[src/core/sar_adc_pkg.sv]
package sar_adc_pkg;

    // ****************************************
    // Register indices
    // ****************************************
    localparam logic [7:0] interrupt_enable_two_addr    = 8'h9a;
    localparam logic [7:0] port1_analog_config_addr     = 8'h9f;
    localparam logic [7:0] interrupt_enable_zero_addr   = 8'ha8;
    localparam logic [7:0] interrupt_request_two_addr   = 8'hbf;
    localparam logic [7:0] converter_control_addr       = 8'hd2;
    localparam logic [7:0] result_high_addr             = 8'hd3;
    localparam logic [7:0] clock_select_result_low_addr = 8'hd4;
    localparam logic [7:0] reference_select_addr        = 8'hd5;
    localparam logic [7:0] port2_analog_config_addr     = 8'hd6;

    // ****************************************
    // Field positions
    // ****************************************
    localparam int converter_on_bit          = 7;
    localparam int conversion_start_bit      = 6;
    localparam int end_of_conversion_bit     = 5;
    localparam int conv_clock_source_bit     = 7;
    localparam int global_channel_gate_bit   = 6;
    localparam int conv_clock_divider_lsb    = 4;
    localparam int external_reference_on_bit = 7;
    localparam int global_irq_enable_bit     = 7;
    localparam int converter_irq_bit         = 0;

    // ****************************************
    // Reset values and codes
    // ****************************************
    localparam logic [7:0] config_reset      = 8'h00;
    localparam logic [4:0] channel_last_pin  = 5'h0c;
    localparam logic [4:0] channel_battery   = 5'h0e;
    localparam logic [2:0] ref_level_last    = 3'h6;
    localparam logic [1:0] divider_by_16     = 2'h0;
    localparam logic [1:0] divider_by_8      = 2'h1;
    localparam logic [1:0] divider_by_1      = 2'h2;
    localparam logic [1:0] divider_by_2      = 2'h3;

    // ****************************************
    // Timing
    // ****************************************
    localparam int conversion_clock_cycles = 64;
    localparam int result_width            = 12;

endpackage

[src/core/conv_clock_if.sv]
`timescale 1ns/1ps
interface conv_clock_if;
    logic       source_tick;
    logic [1:0] divider;
    logic       run;
    logic       tick;

    modport control (output source_tick, output divider, output run, input tick);
    modport divider_side (input source_tick, input divider, input run, output tick);
endinterface

[src/core/sar_adc_register_control.sv]
// Contract
// - Result split: high byte, low nibble
// - Result read-only, unknown until conversion
// - Straight binary result code
// - Bit 7 enables converter, resets 0
// - Start bit, self-clears at end
// - End bit low during, set at end
// - Channel select decode, battery channel 01110
// - Clock source: high or low oscillator
// - Global gate connects selected channel
// - Divider 16, 8, 1, 2
// - Internal or external high reference
// - Reference level decode
// - Port-1 pure analog bits
// - Port-2 pure analog bits 5:0
// - Converter interrupt enable bit
// - Converter interrupt request flag
// - Global interrupt enable gates request
// - Completion sets flags, loads result
// - Service entry clears request flag
// - Conversion lasts 64 converter clocks
//
// Implementation choice: the AHB-Lite slave port.
`timescale 1ns/1ps
module sar_adc_register_control #(
    parameter int result_bits = sar_adc_pkg::result_width,
    parameter int conv_cycles = sar_adc_pkg::conversion_clock_cycles
) (
    // System
    input  wire logic                   clock,
    input  wire logic                   rst_b,
    // AHB-Lite slave
    input  wire logic                   hsel,
    input  wire logic [31:0]            haddr,
    input  wire logic [1:0]             htrans,
    input  wire logic                   hwrite,
    input  wire logic [2:0]             hsize,
    input  wire logic [31:0]            hwdata,
    input  wire logic                   hready,
    output logic      [31:0]            hrdata,
    output logic                        hreadyout,
    output logic                        hresp,
    // Oscillator ticks
    input  wire logic                   high_osc_tick,
    input  wire logic                   low_osc_tick,
    // Analog core
    input  wire logic [result_bits-1:0] sample_code,
    output logic                        analog_enable,
    output logic                        sample_active,
    output logic      [13:0]            channel_connect,
    output logic                        battery_detect_channel,
    output logic                        external_reference_pin,
    output logic      [2:0]             internal_reference_level,
    output logic      [7:0]             port1_pure_analog,
    output logic      [5:0]             port2_pure_analog,
    // Interrupt controller
    input  wire logic                   irq_service_enter,
    output logic                        converter_irq
);

    // ****************************************
    // Registers
    // ****************************************
    logic                   converter_on;
    logic                   conversion_start;
    logic                   end_of_conversion;
    logic [4:0]             channel_select;
    logic                   conv_clock_source;
    logic                   global_channel_gate;
    logic [1:0]             conv_clock_divider;
    logic                   external_reference_on;
    logic [2:0]             internal_reference_level_reg;
    logic [7:0]             port1_analog_config;
    logic [5:0]             port2_analog_config;
    logic                   converter_irq_enable;
    logic                   converter_irq_flag;
    logic                   global_irq_enable;
    logic [result_bits-1:0] result;
    logic [6:0]             tick_count;
    logic                   done;

    // ****************************************
    // Bus address phase capture
    // ****************************************
    logic       wr_pending;
    logic [7:0] wr_addr;
    logic       rd_pending;
    logic [7:0] rd_addr;
    logic       access;

    assign access = hsel && hready && htrans[1];

    // ****************************************
    // Register index decode
    // ****************************************
    function automatic logic [7:0] reg_index(input logic [31:0] a);
        return (a[31:10] == 22'h0 && a[1:0] == 2'h0) ? a[9:2] : 8'hff;
    endfunction

    always_ff @(posedge clock or negedge rst_b) begin
        if (!rst_b) begin
            wr_pending <= 1'b0;
            wr_addr    <= 8'h00;
        end else if (hready) begin
            wr_pending <= access && hwrite;
            wr_addr    <= reg_index(haddr);
        end
    end

    always_ff @(posedge clock or negedge rst_b) begin
        if (!rst_b) begin
            rd_pending <= 1'b0;
            rd_addr    <= 8'h00;
        end else if (hready) begin
            rd_pending <= access && !hwrite;
            rd_addr    <= reg_index(haddr);
        end
    end

    assign hreadyout = 1'b1;
    assign hresp     = 1'b0;

    function automatic logic is_write(input logic [7:0] a);
        return wr_pending && (wr_addr == a);
    endfunction

    logic [7:0] wbyte;
    assign wbyte = hwdata[7:0];

    // ****************************************
    // Conversion timing
    // ****************************************
    conv_clock_if cc ();

    assign cc.source_tick = conv_clock_source ? low_osc_tick : high_osc_tick;
    assign cc.divider     = conv_clock_divider;
    assign cc.run         = converter_on && conversion_start;

    conv_clock_divider u_div (
        .clock (clock),
        .rst_b (rst_b),
        .cc    (cc)
    );

    always_ff @(posedge clock or negedge rst_b) begin
        if (!rst_b) begin
            tick_count <= 7'h00;
        end else if (!cc.run) begin
            tick_count <= 7'h00;
        end else if (cc.tick) begin
            tick_count <= tick_count + 7'h01;
        end
    end

    assign done = cc.run && cc.tick && (tick_count == 7'(conv_cycles - 1));

    // ****************************************
    // Control register
    // ****************************************
    always_ff @(posedge clock or negedge rst_b) begin
        if (!rst_b) begin
            converter_on <= 1'b0;
        end else if (is_write(sar_adc_pkg::converter_control_addr)) begin
            converter_on <= wbyte[sar_adc_pkg::converter_on_bit];
        end
    end

    always_ff @(posedge clock or negedge rst_b) begin
        if (!rst_b) begin
            channel_select <= 5'h00;
        end else if (is_write(sar_adc_pkg::converter_control_addr)) begin
            channel_select <= wbyte[4:0];
        end
    end

    always_ff @(posedge clock or negedge rst_b) begin
        if (!rst_b) begin
            conversion_start <= 1'b0;
        end else if (done) begin
            conversion_start <= 1'b0;
        end else if (is_write(sar_adc_pkg::converter_control_addr)
                     && wbyte[sar_adc_pkg::conversion_start_bit]) begin
            conversion_start <= 1'b1;
        end
    end

    always_ff @(posedge clock or negedge rst_b) begin
        if (!rst_b) begin
            end_of_conversion <= 1'b0;
        end else if (done) begin
            end_of_conversion <= 1'b1;
        end else if (is_write(sar_adc_pkg::converter_control_addr)) begin
            if (wbyte[sar_adc_pkg::conversion_start_bit]) begin
                end_of_conversion <= 1'b0;
            end else begin
                end_of_conversion <= wbyte[sar_adc_pkg::end_of_conversion_bit];
            end
        end
    end

    // ****************************************
    // Result buffer
    // ****************************************
    always_ff @(posedge clock) begin
        if (done) begin
            result <= sample_code;
        end
    end

    // ****************************************
    // Clock select register
    // ****************************************
    always_ff @(posedge clock or negedge rst_b) begin
        if (!rst_b) begin
            conv_clock_source   <= 1'b0;
            global_channel_gate <= 1'b0;
            conv_clock_divider  <= sar_adc_pkg::divider_by_16;
        end else if (is_write(sar_adc_pkg::clock_select_result_low_addr)) begin
            conv_clock_source   <= wbyte[sar_adc_pkg::conv_clock_source_bit];
            global_channel_gate <= wbyte[sar_adc_pkg::global_channel_gate_bit];
            conv_clock_divider  <= wbyte[sar_adc_pkg::conv_clock_divider_lsb +: 2];
        end
    end

    // ****************************************
    // Reference and port configuration
    // ****************************************
    always_ff @(posedge clock or negedge rst_b) begin
        if (!rst_b) begin
            external_reference_on        <= 1'b0;
            internal_reference_level_reg <= 3'h0;
        end else if (is_write(sar_adc_pkg::reference_select_addr)) begin
            external_reference_on        <= wbyte[sar_adc_pkg::external_reference_on_bit];
            internal_reference_level_reg <= wbyte[2:0];
        end
    end

    always_ff @(posedge clock or negedge rst_b) begin
        if (!rst_b) begin
            port1_analog_config <= sar_adc_pkg::config_reset;
        end else if (is_write(sar_adc_pkg::port1_analog_config_addr)) begin
            port1_analog_config <= wbyte;
        end
    end

    always_ff @(posedge clock or negedge rst_b) begin
        if (!rst_b) begin
            port2_analog_config <= 6'h00;
        end else if (is_write(sar_adc_pkg::port2_analog_config_addr)) begin
            port2_analog_config <= wbyte[5:0];
        end
    end

    // ****************************************
    // Interrupt bits
    // ****************************************
    always_ff @(posedge clock or negedge rst_b) begin
        if (!rst_b) begin
            converter_irq_enable <= 1'b0;
        end else if (is_write(sar_adc_pkg::interrupt_enable_two_addr)) begin
            converter_irq_enable <= wbyte[sar_adc_pkg::converter_irq_bit];
        end
    end

    always_ff @(posedge clock or negedge rst_b) begin
        if (!rst_b) begin
            global_irq_enable <= 1'b0;
        end else if (is_write(sar_adc_pkg::interrupt_enable_zero_addr)) begin
            global_irq_enable <= wbyte[sar_adc_pkg::global_irq_enable_bit];
        end
    end

    always_ff @(posedge clock or negedge rst_b) begin
        if (!rst_b) begin
            converter_irq_flag <= 1'b0;
        end else if (done) begin
            converter_irq_flag <= 1'b1;
        end else if (irq_service_enter) begin
            converter_irq_flag <= 1'b0;
        end else if (is_write(sar_adc_pkg::interrupt_request_two_addr)) begin
            converter_irq_flag <= wbyte[sar_adc_pkg::converter_irq_bit];
        end
    end

    assign converter_irq = converter_irq_flag && converter_irq_enable && global_irq_enable;

    // ****************************************
    // Analog side outputs
    // ****************************************
    genvar g;
    generate
        for (g = 0; g < 14; g++) begin : g_chan
            if (g == 13) begin : g_rsvd
                assign channel_connect[g] = 1'b0;
            end else begin : g_used
                assign channel_connect[g] = global_channel_gate
                    && (channel_select == 5'(g));
            end
        end
    endgenerate

    assign battery_detect_channel   = global_channel_gate
        && (channel_select == sar_adc_pkg::channel_battery);
    assign analog_enable            = converter_on;
    assign sample_active            = cc.run;
    assign external_reference_pin   = external_reference_on;
    assign internal_reference_level = internal_reference_level_reg;
    assign port1_pure_analog        = port1_analog_config;
    assign port2_pure_analog        = port2_analog_config;

    // ****************************************
    // Read data
    // ****************************************
    logic [7:0] read_byte;

    always_comb begin
        case (rd_addr)
            sar_adc_pkg::converter_control_addr:
                read_byte = {converter_on, conversion_start, end_of_conversion, channel_select};
            sar_adc_pkg::result_high_addr:
                read_byte = result[11:4];
            sar_adc_pkg::clock_select_result_low_addr:
                read_byte = {conv_clock_source, global_channel_gate, conv_clock_divider,
                             result[3:0]};
            sar_adc_pkg::reference_select_addr:
                read_byte = {external_reference_on, 4'h0, internal_reference_level_reg};
            sar_adc_pkg::port1_analog_config_addr:
                read_byte = port1_analog_config;
            sar_adc_pkg::port2_analog_config_addr:
                read_byte = {2'h0, port2_analog_config};
            sar_adc_pkg::interrupt_enable_zero_addr:
                read_byte = {global_irq_enable, 7'h00};
            sar_adc_pkg::interrupt_enable_two_addr:
                read_byte = {7'h00, converter_irq_enable};
            sar_adc_pkg::interrupt_request_two_addr:
                read_byte = {7'h00, converter_irq_flag};
            default:
                read_byte = 8'h00;
        endcase
    end

    assign hrdata = rd_pending ? {24'h000000, read_byte} : 32'h00000000;

endmodule

[src/core/conv_clock_divider.sv]
`timescale 1ns/1ps
module conv_clock_divider (
    // System
    input wire logic              clock,
    input wire logic              rst_b,
    // Control
    conv_clock_if.divider_side    cc
);

    // ****************************************
    // Prescaler of the selected source
    // ****************************************
    logic [3:0] count;
    logic [3:0] limit;

    always_comb begin
        case (cc.divider)
            sar_adc_pkg::divider_by_16: limit = 4'hf;
            sar_adc_pkg::divider_by_8:  limit = 4'h7;
            sar_adc_pkg::divider_by_1:  limit = 4'h0;
            sar_adc_pkg::divider_by_2:  limit = 4'h1;
            default:                    limit = 4'hf;
        endcase
    end

    always_ff @(posedge clock or negedge rst_b) begin
        if (!rst_b) begin
            count <= 4'h0;
        end else if (!cc.run) begin
            count <= 4'h0;
        end else if (cc.source_tick) begin
            if (count >= limit) begin
                count <= 4'h0;
            end else begin
                count <= count + 4'h1;
            end
        end
    end

    assign cc.tick = cc.run && cc.source_tick && (count >= limit);

endmodule

[config.mk]
export PLATFORM = sky130hd
export DESIGN_NAME = sar_adc_register_control
export DESIGN_NICKNAME = d
export VERILOG_FILES = /design/src/core/sar_adc_pkg.sv /design/src/core/conv_clock_if.sv /design/src/core/sar_adc_register_control.sv /design/src/core/conv_clock_divider.sv
export SDC_FILE = /design/constraint.sdc
export NUM_CORES = 1
export LEC_CHECK = 0
export BUFFER_PORTS_ARGS = -buffer_cell sky130_fd_sc_hd__buf_2
export CAP_MARGIN = 15
export CELL_PAD_IN_SITES_DETAIL_PLACEMENT = 1
export CELL_PAD_IN_SITES_GLOBAL_PLACEMENT = 1
export CORE_ASPECT_RATIO = 1.1
export CORE_MARGIN = 4
export CORE_UTILIZATION = 33
export CTS_CLUSTER_SIZE = 24
export DETAILED_ROUTE_END_ITERATION = 8
export MAX_ROUTING_LAYER = met4
export PLACE_DENSITY = 0.78
export SYNTH_ARGS = -nofsm -noshare
export SYNTH_HDL_FRONTEND = slang
export SYNTH_SLANG_ARGS = --single-unit
[constraint.sdc]
create_clock -name clock -period 2.44 [get_ports clock]
set_input_delay 0 -clock clock [delete_from_list [all_inputs] [get_ports clock]]
set_output_delay 0 -clock clock [all_outputs]
set_load 0.1 [all_outputs]
==> impl_metrics.csv, run 1 <==
group,metric,value,unit
status,status,"completed",
drt,drt-vias-per-instance,5.178,
power,leakagePower,2.328,nW
cts,cts_max_level,3,
synthesis,synth_edf_count,12,
placement,dpl-instance-area,0.004526,mm^2
layout,top_register,"result",
layout,areaGrowthSynthToFinish,33.92,%
global_route,grt_max_degree,35,
layout,layout.cells.non_filler,651,
floorplanning,core_area,0.01149,mm^2
critical_path,cp_cell_sequence,"buf_4, mux2_2, and3_1, o21ai_0, a21oi_2, buf_4",
synthesis,synth_top_area_share,34.95,%
timing,skew,3.477,ps
cts,cts.sinks,66,
critical_path,cp.arrival,2320,ps
cts,clk_latency,330,ps
global_route,gr-usage-met1,21.82,%
power,power.density,554.8,mW/mm^2
placement,place_hpwl,8.769,mm
timing,setup-tns-final,0,ps
critical_path,cpMostUsedCell,"buf_4",
critical_path,cp_top_family,"buffers and inverters",
global_route,overflow,0,
synthesis,syn_inst,357,
critical_path,r2r_start,"rd_addr[0]",
critical_path,cp-startpoint,"rd_addr[0]",
timing,rsz0062_at_grt,"no",
timing,finalHoldViolCount,0,
drt,dr_total_vias,3371,
critical_path,cp.required,2440,ps
placement,place_inst,602,
cts,cts_buffers,9,
synthesis,synth-seq-area-share,44.27,%
drt,wl_per_cell,18.44,um
power,irDropWorstVdd,0.2607,mV
layout,seq_area,0.001717,mm^2
floorplanning,die_height,121.5,um
global_route,grt_usage,18.28,%
global_route,grt_pass1_vias,3608,
timing,tightest_slew,815.1,ps
drt,drt-total-wl,12.00,mm
timing,fmax,431.2,MHz
floorplanning,start_util,33.65,%
synthesis,ys_top_cells_by_count,"dfrtp_1, mux2_2, buf_4",
placement,io_buffers,103,
floorplanning,die_w,111.2,um
synthesis,ys.flop_type,"dfrtp_1",
drt,drtIter0Drc,132,
cts,cts.clk_slew.worst_paths,50,ps
floorplanning,fp-row-count,41,
synthesis,syn_area,0.003866,mm^2
global_route,antenna_found_initial,0,
layout,drive_gt1_share,38.52,%
synthesis,synth_warnings,0,
cts,cts_tree,"yes",
critical_path,end_kind,"output port",
floorplanning,io_pins,159,
worst_hold_path,hold_path.class,"input port to flip-flop",
global_route,grt_use_met2,31.79,%
critical_path,path_max_fanout,13,
synthesis,synth.distinct_cells,69,
floorplanning,die_area,0.01351,mm^2
critical_path,crit_buf_inv,2,
synthesis,synth_top_cell_by_area,"dfrtp_1",
drt,ant_nets,0,
drt,drc,0,
layout,multi_input_area,0.002024,mm^2
synthesis,synth.most_common_cell,"dfrtp_1",
synthesis,synth_area_leaders,"dfrtp_1, edfxtp_1, mux2_2, buf_4, mux2i_1",
layout,final_area,0.005177,mm^2
synthesis,yosys_register_bits,66,
timing,drv_slew,0,
synthesis,synthArstFlopShare,81.82,%
critical_path,cpMaxStageDelayCell,"dfrtp_1",
drt,drt_pass1_iterations,4,
layout,largest_reg_flops,12,
timing,period_needed,2319,ps
worst_hold_path,hp-start,"hwdata[0]",
global_route,grt_use_met3,3.242,%
global_route,grt-busiest-layer,"met2",
flow_run,cap_violations,0,
layout,nets,591,
timing,fin_crit_sh,95.04,%
layout,num-fill-cells,1338,
timing,relSlewSlack,45.66,%
critical_path,critPathKind,"flip-flop to output port",
layout,antenna_cells,0,
global_route,grt_pass1_wl,19.02,mm
timing,setup_violations,0,
synthesis,syn_avg_cell_area,10.83,um^2
critical_path,max_stage_delay,520,ps
cts,root_buffer,"clkbuf_16",
cts,max-clock-path-buffers,2,
critical_path,startpoint_type,"flip-flop",
placement,gp_congestion,0.8183,
final cells by class:
class | count | area share (%)
clock inverter | 3 | 0.3383
sequential | 66 | 33.16
inverter | 9 | 0.7250
multi-input combinational | 265 | 39.10
tap | 150 | 3.625
timing repair buffer | 145 | 18.22
clock buffer | 13 | 4.833
worst paths after layout:
| check | slack [ps] | depth (start not counted) | endpoint |
|---|---|---|---|
| setup / recovery | 120 | 6 | hrdata[2] |
| min in group asynchronous | 310 | 2 | tick_count[2] |
| hold reg to reg | 500 | 1 | end_of_conversion |
| hold / removal | 30 | 2 | port1_pure_analog[0] |
| max in group asynchronous | 1430 | 3 | global_irq_enable |
| setup reg to reg | 300 | 4 | port2_pure_analog[3] |
per-layer routing:
layer,vias to the layer above,routed length [um]
li1,1546,-
met1,1718,4935
met2,91,6404
met3,16,494
met4,0,168
met5,-,0
cell usage in the layout (no fill, tap or decap), types with 8 or more instances in the layout:
cell / instances
buf_2: 95
buf_4: 17
clkbuf_16: 9
conb_1: 27
dfrtp_1: 52
dlygate4sd3_1: 32
edfxtp_1: 12
inv_1: 8
mux2_2: 30
mux2i_1: 12
nand2_1: 25
nor2_1: 21
o21ai_0: 9
o22a_1: 9
logic make-up after synthesis:
logic type,count (synthesis),share of synthesized area (%)
AND/OR/NAND/NOR,127,21.04
flip-flops,66,44.27
AO/OA/AOI/OAI,59,10.97
buffers and inverters,51,8.188
multiplexers,46,13.40
adder cells (fa/ha/maj),6,1.942
other,2,0.1942
where the power goes:
group          switching, mW  total (mW)  internal, mW  leakage [nW]
combinational          0.398       0.517         0.120          1.44
clock                  0.462        1.17         0.712         0.130
sequential            0.0313        1.18          1.15         0.757
total                  0.891        2.87          1.98          2.33
metrics by stage:
step	util, %	power, mW	hold WS [ps]	setup slack (ps)
2_1_floorplan	-	1.585	-295.6	45.76
3_3_place_gp	39.38	1.667	123.2	26.31
3_5_place_dp	39.38	1.677	131.6	-74.91
4_1_cts	44.93	2.893	18.17	9.804
5_1_grt	45.06	2.977	45.76	46.28
6_report	45.06	2.872	32.91	120.9
what timing repair did:
action | 4_1_cts | 5_1_grt
setup endpoints to repair | 20 | 8
endpoints found under the hold margin | 75 | 0
pin swaps | 1 | 0
resized for setup | 9 | 4
buffers inserted | 1 | 0
hold buffers | 32 | 0
Note: power is estimated with default switching activity, not from simulation.
==> inputs of run 2 (changes only) <==
--- a/config.mk
+++ b/config.mk
@@ -9,7 +9,6 @@
 export CAP_MARGIN = 15
 export CELL_PAD_IN_SITES_DETAIL_PLACEMENT = 1
 export CELL_PAD_IN_SITES_GLOBAL_PLACEMENT = 1
-export CORE_ASPECT_RATIO = 1.1
 export CORE_MARGIN = 4
 export CORE_UTILIZATION = 33
 export CTS_CLUSTER_SIZE = 24
==> run 2 against run 1 <==
  * Final area grew 1.7%
  * Via count shrank 0.80%
  * Maximum frequency shrank 0.35%
==> impl_metrics.csv, run 2 (synthesis results as in run 1) <==
group,metric,value,unit
status,status,"completed",
floorplanning,io_pins,159,
global_route,overflow,0,
power,irDropWorstVdd,0.4158,mV
global_route,grt_usage,18.90,%
layout,areaGrowthSynthToFinish,36.18,%
floorplanning,die_height,116.2,um
drt,drt_pass1_iterations,5,
layout,top_register,"result",
timing,tightest_slew,775.9,ps
cts,cts_max_level,3,
layout,final_cell_mix,"buf_2, dfrtp_1, dlygate4sd3_1",
timing,finalWorstSetupSlack,112.7,ps
global_route,grt_pass1_vias,3570,
timing,setup-tns-final,0,ps
cts,cts_tree,"yes",
cts,cts_buffers,9,
cts,clk_latency,340,ps
power,power.density,591.6,mW/mm^2
floorplanning,die_w,116.2,um
critical_path,startpoint_type,"flip-flop",
layout,antenna_cells,0,
drt,drt-total-wl,11.99,mm
placement,gp_congestion,0.8095,
global_route,antenna_found_initial,0,
placement,place_hpwl,8.747,mm
layout,layout_commonest_cell,"buf_2",
power,finalPower,3.115,mW
drt,dr_total_vias,3344,
worst_hold_path,hold_path.class,"input port to flip-flop",
drt,ant_nets,0,
timing,drv_slew,0,
timing,setup_violations,0,
floorplanning,die_area,0.01351,mm^2
critical_path,cp.arrival,2330,ps
floorplanning,core_area,0.01147,mm^2
timing,skew,11.21,ps
layout,multi_input_area,0.002033,mm^2
drt,wl_per_cell,18.57,um
critical_path,path_max_fanout,16,
power,leakagePower,2.366,nW
layout,largest_reg_flops,12,
critical_path,critPathKind,"flip-flop to output port",
layout,num-fill-cells,1271,
placement,pre_cts_ws,-9.283,ps
critical_path,end_kind,"output port",
layout,seq_area,0.001715,mm^2
cts,root_buffer,"clkbuf_16",
global_route,grt_max_degree,44,
flow_run,cap_violations,0,
timing,period_needed,2327,ps
floorplanning,fp-row-count,39,
timing,finalHoldViolCount,0,
cts,max-clock-path-buffers,2,
cts,cts.sinks,66,
layout,drive_gt1_share,39.17,%
cts,cts.clk_slew.worst_paths,60,ps
timing,fin_crit_sh,95.38,%
drt,drc,0,
critical_path,cp.required,2440,ps
drt,drt-vias-per-instance,5.176,
timing,relSlewSlack,48.27,%
drt,drtIter0Drc,134,
placement,io_buffers,103,
timing,rsz0062_at_grt,"no",
timing,fmax,429.7,MHz
global_route,grt_pass1_wl,19.24,mm
layout,nets,593,
floorplanning,start_util,33.72,%
run 2: cell types whose count changed in the layout (fill, tap and decap cells not counted), sizes merged:
| cell | change |
|---|---|
| buf | +1 |
| bufinv | +2 |
| clkbuf | -4 |
| clkinv | -1 |
| clkinvlp | +1 |
| dlygate4sd3 | +1 |
| inv | +2 |
run 2: critical path, stage by stage (launching register included):
cell	delay, ps
dfrtp_1	500
buf_12	200
inv_1	150
nor3_4	450
a22oi_1	180
a21oi_2	190
buf_4	310
run 2: path summary, 6_finish.rpt:
| check | to | slack (ps) | start | depth (start not counted) |
|---|---|---|---|---|
| worst max-delay path | hrdata[3] | 110 | rd_addr[0] | 6 |
| worst min-delay path | port1_pure_analog[0] | 20 | hwdata[0] | 2 |
| worst max register to register | tick_count[5] | 360 | cc.divider[1] | 7 |
| worst min register to register | end_of_conversion | 490 | end_of_conversion | 1 |
| max in group asynchronous | analog_enable | 1450 | rst_b | 3 |
| min in group asynchronous | tick_count[6] | 90 | rst_b | 2 |
run 2: area by class of cell:
type | count | area share [%]
flip-flops and latches | 66 | 32.58
clock buffers | 9 | 4.278
well taps | 143 | 3.398
multi-input cells | 265 | 38.62
inverters | 9 | 0.7129
repair buffers | 147 | 18.49
clock inverters | 7 | 1.925
run 2: repair_timing:
item,CTS,global route
setup buffers,1,0
pin swaps,1,0
gates resized for setup,9,4
setup endpoints to repair,20,8
hold buffers,33,0
endpoints found under the hold margin,58,0
run 2: routing by layer:
metal | vias to the layer above | global-route usage [%] | wire (um)
met3 | 14 | 3.420 | 575
met4 | 0 | 5.104 | 142
met1 | 1674 | 22.39 | 4752
met5 | - | - | 0
li1 | 1553 | - | -
met2 | 103 | 33.03 | 6522
run 2: where the power goes:
| group | internal, mW | switching (mW) | total (mW) |
|---|---|---|---|
| clock network | 0.903 | 0.515 | 1.42 |
| logic | 0.120 | 0.397 | 0.517 |
| registers | 1.15 | 0.0311 | 1.18 |
run 2: metrics by stage:
step / cell area (um^2) / hold WS (ps) / cells / utilization [%]
final: 5265 / 16.34 / 646 / 45.91
after global routing: 5265 / 24.66 / 646 / 45.91
after CTS: 5243 / 10.47 / 646 / 45.72
after detailed placement: 4537 / -97.64 / 596 / 39.56
after global placement: 4537 / -102.5 / 596 / 39.56
after floorplan: 4038 / -295.6 / 382 / -
